`src/idata_pkg.sv`:
```
package idata_pkg;

  localparam int          ADDR_W      = 8;
  localparam int          DATA_W      = 8;
  localparam int          RAM_BYTES   = 256;
  localparam int          SFR_BYTES   = 128;
  localparam logic [7:0]  UPPER_BASE  = 8'h80;
  localparam logic [7:0]  BANK_TOP    = 8'h1F;
  localparam logic [7:0]  BITB_BASE   = 8'h20;
  localparam logic [7:0]  BITB_TOP    = 8'h2F;
  localparam int          BANK_BYTES  = 8;
  localparam int          BIT_POS_W   = 3;
  localparam int          BIT_BYTE_LSB = 3;
  localparam int          BIT_BYTE_MSB = 6;
  localparam int          BANK_LSB    = 3;
  localparam int          BANK_MSB    = 4;
  localparam int          BANK_SEL_W  = 2;

  typedef enum logic [1:0] {
    OP_NONE,
    OP_BYTE,
    OP_BIT
  } op_t;

endpackage

```
`src/idata_decoder.sv`:
```
// Function
// - Internal data RAM holds 256 bytes addressed by an 8-bit operand address from the core.
// - An indirect access to an upper-half address reaches the upper 128 bytes of RAM.
// - A direct byte access or bit read to an upper-half address reaches the 128-byte special-register space instead of RAM; a bit write writes neither.
// - A lower-half address always reaches RAM, in direct or indirect mode.
// - The lowest 32 bytes of RAM form four banks of eight working registers.
// - The 16 bytes after the banks are reachable as whole bytes and as single bits.
`timescale 1ns/1ps

module idata_decoder
  import idata_pkg::*;
#(
  parameter int RAM_DEPTH = RAM_BYTES
)
(
  input  wire logic              SYS_CLK,
  input  wire logic              RST_N,
  input  wire logic              REQ,
  input  wire logic              WE,
  input  wire logic              INDIRECT,
  input  wire logic              BIT_OP,
  input  wire logic [ADDR_W-1:0] ADDR,
  input  wire logic [DATA_W-1:0] WDATA,
  input  wire logic              WBIT,
  input  wire logic [DATA_W-1:0] SFR_RDATA,
  output logic                   ACK,
  output logic      [DATA_W-1:0] RDATA,
  output logic                   RBIT,
  output logic                   SFR_SEL,
  output logic                   SFR_WE,
  output logic      [ADDR_W-1:0] SFR_ADDR,
  output logic      [DATA_W-1:0] SFR_WDATA,
  output logic                   IS_BANK_REG,
  output logic      [1:0]        BANK_NUM
);

  // ==========================================================================
  // Types and storage
  // ==========================================================================

  typedef struct packed {
    logic                  ack;
    logic [DATA_W-1:0]     rdata;
    logic                  rbit;
    logic                  sfr_sel;
    logic                  sfr_we;
    logic [ADDR_W-1:0]     sfr_addr;
    logic [DATA_W-1:0]     sfr_wdata;
    logic                  is_bank;
    logic [BANK_SEL_W-1:0] bank;
    op_t                   pend;
    logic [BIT_POS_W-1:0]  bitpos;
  } state_t;

  state_t            s_q;
  state_t            s_d;

  // Byte storage for the whole internal data space; its contents are not reset.
  logic [DATA_W-1:0] ram [RAM_DEPTH];

  // ==========================================================================
  // Address helpers
  // ==========================================================================

  // True for addresses in the dual-mapped upper half.
  function automatic logic is_upper(
    input logic [ADDR_W-1:0] a
  );
    is_upper = a >= UPPER_BASE;
  endfunction

  // Position of the addressed bit inside its byte.
  function automatic logic [BIT_POS_W-1:0] bit_pos(
    input logic [ADDR_W-1:0] a
  );
    bit_pos = a[BIT_POS_W-1:0];
  endfunction

  // Bit addresses below the upper half map into the bit-addressable bytes.
  function automatic logic [ADDR_W-1:0] bit_byte(
    input logic [ADDR_W-1:0] a
  );
    bit_byte = BITB_BASE + ADDR_W'(a[BIT_BYTE_MSB:BIT_BYTE_LSB]);
  endfunction

  // Bit addresses in the upper half name the register whose low address bits are clear.
  function automatic logic [ADDR_W-1:0] bit_reg(
    input logic [ADDR_W-1:0] a
  );
    bit_reg = {a[ADDR_W-1:BIT_POS_W], {BIT_POS_W{1'h0}}};
  endfunction

  // True for bytes that belong to the working-register banks.
  function automatic logic in_banks(
    input logic [ADDR_W-1:0] a
  );
    in_banks = a <= BANK_TOP;
  endfunction

  // Bank number of a byte inside the bank area.
  function automatic logic [BANK_SEL_W-1:0] bank_of(
    input logic [ADDR_W-1:0] a
  );
    bank_of = a[BANK_MSB:BANK_LSB];
  endfunction

  function automatic logic pick_bit(
    input logic [DATA_W-1:0]    d,
    input logic [BIT_POS_W-1:0] p
  );
    pick_bit = d[p];
  endfunction

  function automatic logic [DATA_W-1:0] put_bit(
    input logic [DATA_W-1:0]    d,
    input logic [BIT_POS_W-1:0] p,
    input logic                 v
  );
    put_bit    = d;
    put_bit[p] = v;
  endfunction

  // ==========================================================================
  // Decode
  // ==========================================================================

  logic              upper;
  logic              to_sfr;
  logic [ADDR_W-1:0] ram_addr;
  logic [DATA_W-1:0] ram_rd;
  logic [DATA_W-1:0] ram_wr;
  logic              ram_we;

  // Indirect upper accesses stay in RAM; direct ones leave for the register space.
  always_comb begin
    upper  = is_upper(ADDR);
    to_sfr = upper && !INDIRECT;
  end

  // Bit operations in the lower half are folded onto their byte.
  always_comb begin
    if (BIT_OP && !upper) begin
      ram_addr = bit_byte(ADDR);
    end else begin
      ram_addr = ADDR;
    end
  end

  always_comb begin
    ram_rd = ram[ram_addr];
  end

  // Bit writes are a read-modify-write of the addressed byte within one cycle.
  always_comb begin
    if (BIT_OP) begin
      ram_wr = put_bit(ram_rd, bit_pos(ADDR), WBIT);
    end else begin
      ram_wr = WDATA;
    end
    ram_we = REQ && WE && !to_sfr;
  end

  always_ff @(posedge SYS_CLK) begin
    if (ram_we) begin
      ram[ram_addr] <= ram_wr;
    end
  end

  // ==========================================================================
  // Next state
  // ==========================================================================

  always_comb begin
    s_d         = s_q;
    s_d.ack     = REQ;
    s_d.sfr_sel = REQ && to_sfr;
    s_d.sfr_we  = REQ && to_sfr && WE && !BIT_OP;
    s_d.pend    = OP_NONE;
    if (REQ) begin
      s_d.sfr_wdata = WDATA;
      s_d.is_bank   = in_banks(ram_addr) && !to_sfr;
      s_d.bank      = bank_of(ram_addr);
      s_d.bitpos    = bit_pos(ADDR);
      if (to_sfr) begin
        if (BIT_OP) begin
          s_d.sfr_addr = bit_reg(ADDR);
        end else begin
          s_d.sfr_addr = ADDR;
        end
        // Only reads wait for data from the register space.
        if (!WE) begin
          s_d.pend = BIT_OP ? OP_BIT : OP_BYTE;
        end
      end else begin
        s_d.sfr_addr = ADDR;
        s_d.rdata    = ram_rd;
        s_d.rbit     = pick_bit(ram_rd, bit_pos(ADDR));
      end
    end
    // Register reads return on the cycle after the select, so a returning
    // read takes priority over a RAM read issued in the same cycle.
    case (s_q.pend)
      OP_BYTE, OP_BIT: begin
        s_d.rdata = SFR_RDATA;
        s_d.rbit  = pick_bit(SFR_RDATA, s_q.bitpos);
      end
      default: begin
        s_d.pend = s_d.pend;
      end
    endcase
  end

  // ==========================================================================
  // Registers
  // ==========================================================================

  always_ff @(posedge SYS_CLK or negedge RST_N) begin
    if (!RST_N) begin
      s_q <= '0;
    end else begin
      s_q <= s_d;
    end
  end

  // ==========================================================================
  // Outputs
  // ==========================================================================

  assign ACK         = s_q.ack;
  assign RDATA       = s_q.rdata;
  assign RBIT        = s_q.rbit;
  assign SFR_SEL     = s_q.sfr_sel;
  assign SFR_WE      = s_q.sfr_we;
  assign SFR_ADDR    = s_q.sfr_addr;
  assign SFR_WDATA   = s_q.sfr_wdata;
  assign IS_BANK_REG = s_q.is_bank;
  assign BANK_NUM    = s_q.bank;

endmodule

```
`config.mk`:
```
export PLATFORM = sky130hd
export DESIGN_NAME = idata_decoder
export DESIGN_NICKNAME = d
export VERILOG_FILES = /design/src/idata_pkg.sv /design/src/idata_decoder.sv
export SDC_FILE = /design/constraint.sdc
export NUM_CORES = 2
export LEC_CHECK = 0
export BUFFER_PORTS_ARGS = -buffer_cell sky130_fd_sc_hd__buf_2
export CAP_MARGIN = 10
export CORE_ASPECT_RATIO = 1.1
export CORE_MARGIN = 10
export CORE_UTILIZATION = 43
export CTS_CLUSTER_DIAMETER = 60
export DETAILED_ROUTE_END_ITERATION = 6
export PLACE_DENSITY_LB_ADDON = 0.15
export RECOVER_POWER = 50
export SYNTH_ARGS = -nofsm -noshare
export SYNTH_HDL_FRONTEND = slang
export SYNTH_SLANG_ARGS = --single-unit
```
`constraint.sdc`:
```
create_clock -name SYS_CLK -period 16 [get_ports SYS_CLK]
set_input_delay 2.4 -clock SYS_CLK [delete_from_list [all_inputs] [get_ports SYS_CLK]]
set_output_delay 2.4 -clock SYS_CLK [all_outputs]
set_load 0.1 [all_outputs]
```
==> results.cfg <==
[synth]
synth_flop_cell = edfxtp_1
synth-edff-count = 2048
syn_nets = 4701
syn_area_um2 = 78300
avgSynthCellArea_um2 = 16.8
ys_seq_area_share_pct = 79.7
synth.distinct_cells = 49
synth_cells = 4670
async_reset_ff_share_pct = 1.73
ys_warn_count = 0
yosys_register_bits = 2084

[clock_tree]
htree_levels = 4
cts_sinks = 2084
cts_buffers = 202
postCtsSetupBuffers = 0
clock_latency_ns = 0.85
root_buffer = clkbuf_16
cts.repair.resized = 0
path_clk_slew_ns = 0.06
holdBufCountCts = 0
cts_buffer_depth = 3
cts_tree = done

[timing]
min_period_ns = 12.31
drv_slew = 813
rsz0062_at_grt = false
tightestPinTransition_ns = 5.71
finalHoldViolations = 0
finalSetupViolCount = 0
tns_ns = 0
finClkSkew_ns = 0.0519
fmax_mhz = 81.2
finalCritPeriodShare_pct = 77.0
max_slew_margin_pct = -281

[setup_path]
crit_slowest_cell = clkbuf_1
cp.depth = 15
critPathLaunchType = input pin
crit_path_max_fanout = 84
cp_num_buf_inv = 5
reg2reg_depth = 10
arrival_ns = 12.75
slowest_delay_ns = 4.01
worst_r2r_startpoint = ram[119][4]
cp-startpoint = ADDR[7]
cp-end-kind = flip-flop
crit_family = buffers and inverters
regToRegSetupSlack_ns = 10.83
cp_common_cell = buf_4
crit_type = input pin to flip-flop
reg2reg_to = ram[91][4]
required_ns = 16.43
crit_chain = clkbuf_1 -> nand2b_1 -> nor3_1 -> a31oi_4 -> buf_4 -> clkbuf_1 -> a21oi_1 -> nor4_1 -> o22ai_1 -> o21ai_0 -> nand4_1 -> mux2i_1 -> o21ai_4 -> buf_4 -> buf_4
endpoint = ram[70][3]

[pwr]
ir_drop_mv = 0.0978
power_uw = 11700
power.density_nw_per_um2 = 135
leakagePower_uw = 0.0261

[placement]
place_congestion = 0.793
numPortBuffers = 61
hpwl_um = 119000

[detailed_routing]
first_pass_iters = 6
wl_um = 220000
postRouteAntennaNets = 0
drt_iter0_drc = 5123
drc_errors = 0
vias = 44300
wl_per_cell_um = 30.5
vias_per_cell = 6.14

[floorplan]
core_um2 = 181000
fp.dieH_um = 468
die_area_um2 = 200000
pin_count = 62
dieWidth_um = 427
row_count = 164
start_util_pct = 43.2

[grt]
antenna_found_initial = 7
grt_pass1_wl_um = 315000
track_usage_pct = 21.4
overflow = 0
first_global_vias = 43200
grt_start_max_net_pins = 196

[run_status]
violations = max-capacitance violations, max-slew violations
outcome = finished, violations left

[flow_run]
max_cap_viol_count = 27

[min_path]
hold_class = flip-flop to flip-flop

[cells_and_area]
fillers = 15300
area_growth_syn_to_layout_pct = 10.8
drive_gt1_share_pct = 8.62
multiInputGateArea_um2 = 13900
finalNetCount = 4672
seq_area_um2 = 62400
layout make-up:
| cell class | count | area share (%) |
|---|---|---|
| antenna | 2 | 0.00577 |
| timing repair buffer | 147 | 1.20 |
| clock inverter | 116 | 1.10 |
| clock buffer | 249 | 6.22 |
| multi-input combinational | 2191 | 16.1 |
| inverter | 15 | 0.0649 |
| sequential | 2084 | 71.9 |
| tap | 2407 | 3.47 |
per-stage QoR:
stage	std cells	area [um^2]	setup slack [ns]	util [%]	hold slack [ns]
5_1_grt	7210	86800	3.48	47.9	0.534
4_1_cts	7209	87000	7.39	48.0	0.503
6_report	7211	86800	3.69	47.9	0.501
3_5_place_dp	6844	80600	6.50	44.5	0.491
3_3_place_gp	6844	80600	6.65	44.5	0.486
2_1_floorplan	4670	78300	-0.468	-	0.482
Yosys cell counts, drive strengths merged (36+ instances only):
cell type | n | area share [%]
edfxtp | 2048 | 79
a22oi | 946 | 9.1
a21oi | 477 | 3.0
nor2 | 273 | 1.3
buf | 259 | 2.1
clkbuf | 121 | 0.58
nor4 | 116 | 0.93
o22ai | 78 | 0.62
o21ai | 58 | 0.37
nand2 | 56 | 0.27
a22o | 41 | 0.46
a221oi | 40 | 0.45
dfrtp | 36 | 1.2
report_power, final:
part           leakage (uW)  internal [uW]  total (uW)  switching [uW]
combinational       0.00402            188         944             756
sequential           0.0190           6150        6160            10.4
clock               0.00313           2610        4630            2020
total                0.0261           8950       11700            2790
kinds of logic (layout without fill, tap and decap cells):
group | count (synthesis) | after routing | synth area share, %
DFF | 2084 | 2084 | 79.7
muxes | 32 | 32 | 0.470
other | 0 | 2 | 0
and+or+nand+nor | 497 | 497 | 2.91
xor gates and xnor gates | 1 | 1 | 0.0112
AOI/OAI and AO/OA | 1661 | 1661 | 14.2
buffers and inverters | 395 | 527 | 2.71
cell usage in the layout (no fill, tap or decap), types with 13 or more instances in the layout:
| master | n |
|---|---|
| edfxtp_1 | 2048 |
| a22oi_1 | 945 |
| a21oi_1 | 477 |
| nor2_1 | 273 |
| clkbuf_16 | 209 |
| nor4_1 | 116 |
| clkbuf_1 | 81 |
| o22ai_1 | 78 |
| buf_4 | 65 |
| nand2_1 | 56 |
| clkinv_1 | 51 |
| o21ai_0 | 49 |
| a22o_1 | 41 |
| a221oi_1 | 40 |
| clkinv_2 | 40 |
| dfrtp_1 | 36 |
| buf_2 | 26 |
| mux2i_1 | 15 |
| inv_1 | 14 |
| bufinv_16 | 14 |
| mux2_2 | 13 |
| buf_12 | 13 |
layer usage:
metal / global-route usage, % / part of all wire [%] / vias up
li1: - / - / 19100
met1: 30.2 / 43 / 23100
met2: 33.9 / 47 / 1805
met3: 3.92 / 7.4 / 349
met4: 6.23 / 2.8 / 6
met5: 0 / 0.020 / -
sequential cells by signal, summed over array words and instances, names as in the netlist:
name         flops
ACK              1
BANK_NUM         2
IS_BANK_REG      1
RBIT             1
RDATA            8
SFR_ADDR         8
SFR_SEL          1
SFR_WDATA        8
SFR_WE           1
ram           2048
s_q              5
worst register-to-register path, delay by kind of cell, from the launching register on:
kind	cells	cell delay, ns
muxes	1	0.35
and+or+nand+nor	2	1.39
DFF	1	0.35
buffers and inverters	2	1.03
AOI/OAI and AO/OA	5	1.66
worst min-delay path by stage:
stage | startpoint | to | cells after the start
after global placement | SFR_WDATA[2] | SFR_WDATA[2] | 1
final | SFR_WDATA[7] | SFR_WDATA[7] | 1
after floorplan | SFR_ADDR[3] | SFR_ADDR[3] | 1
after global routing | SFR_WDATA[5] | SFR_WDATA[5] | 1
after CTS | SFR_WDATA[5] | SFR_WDATA[5] | 1
after detailed placement | SFR_WDATA[5] | SFR_WDATA[5] | 1
No activity file was read; power rests on OpenSTA's default activity.
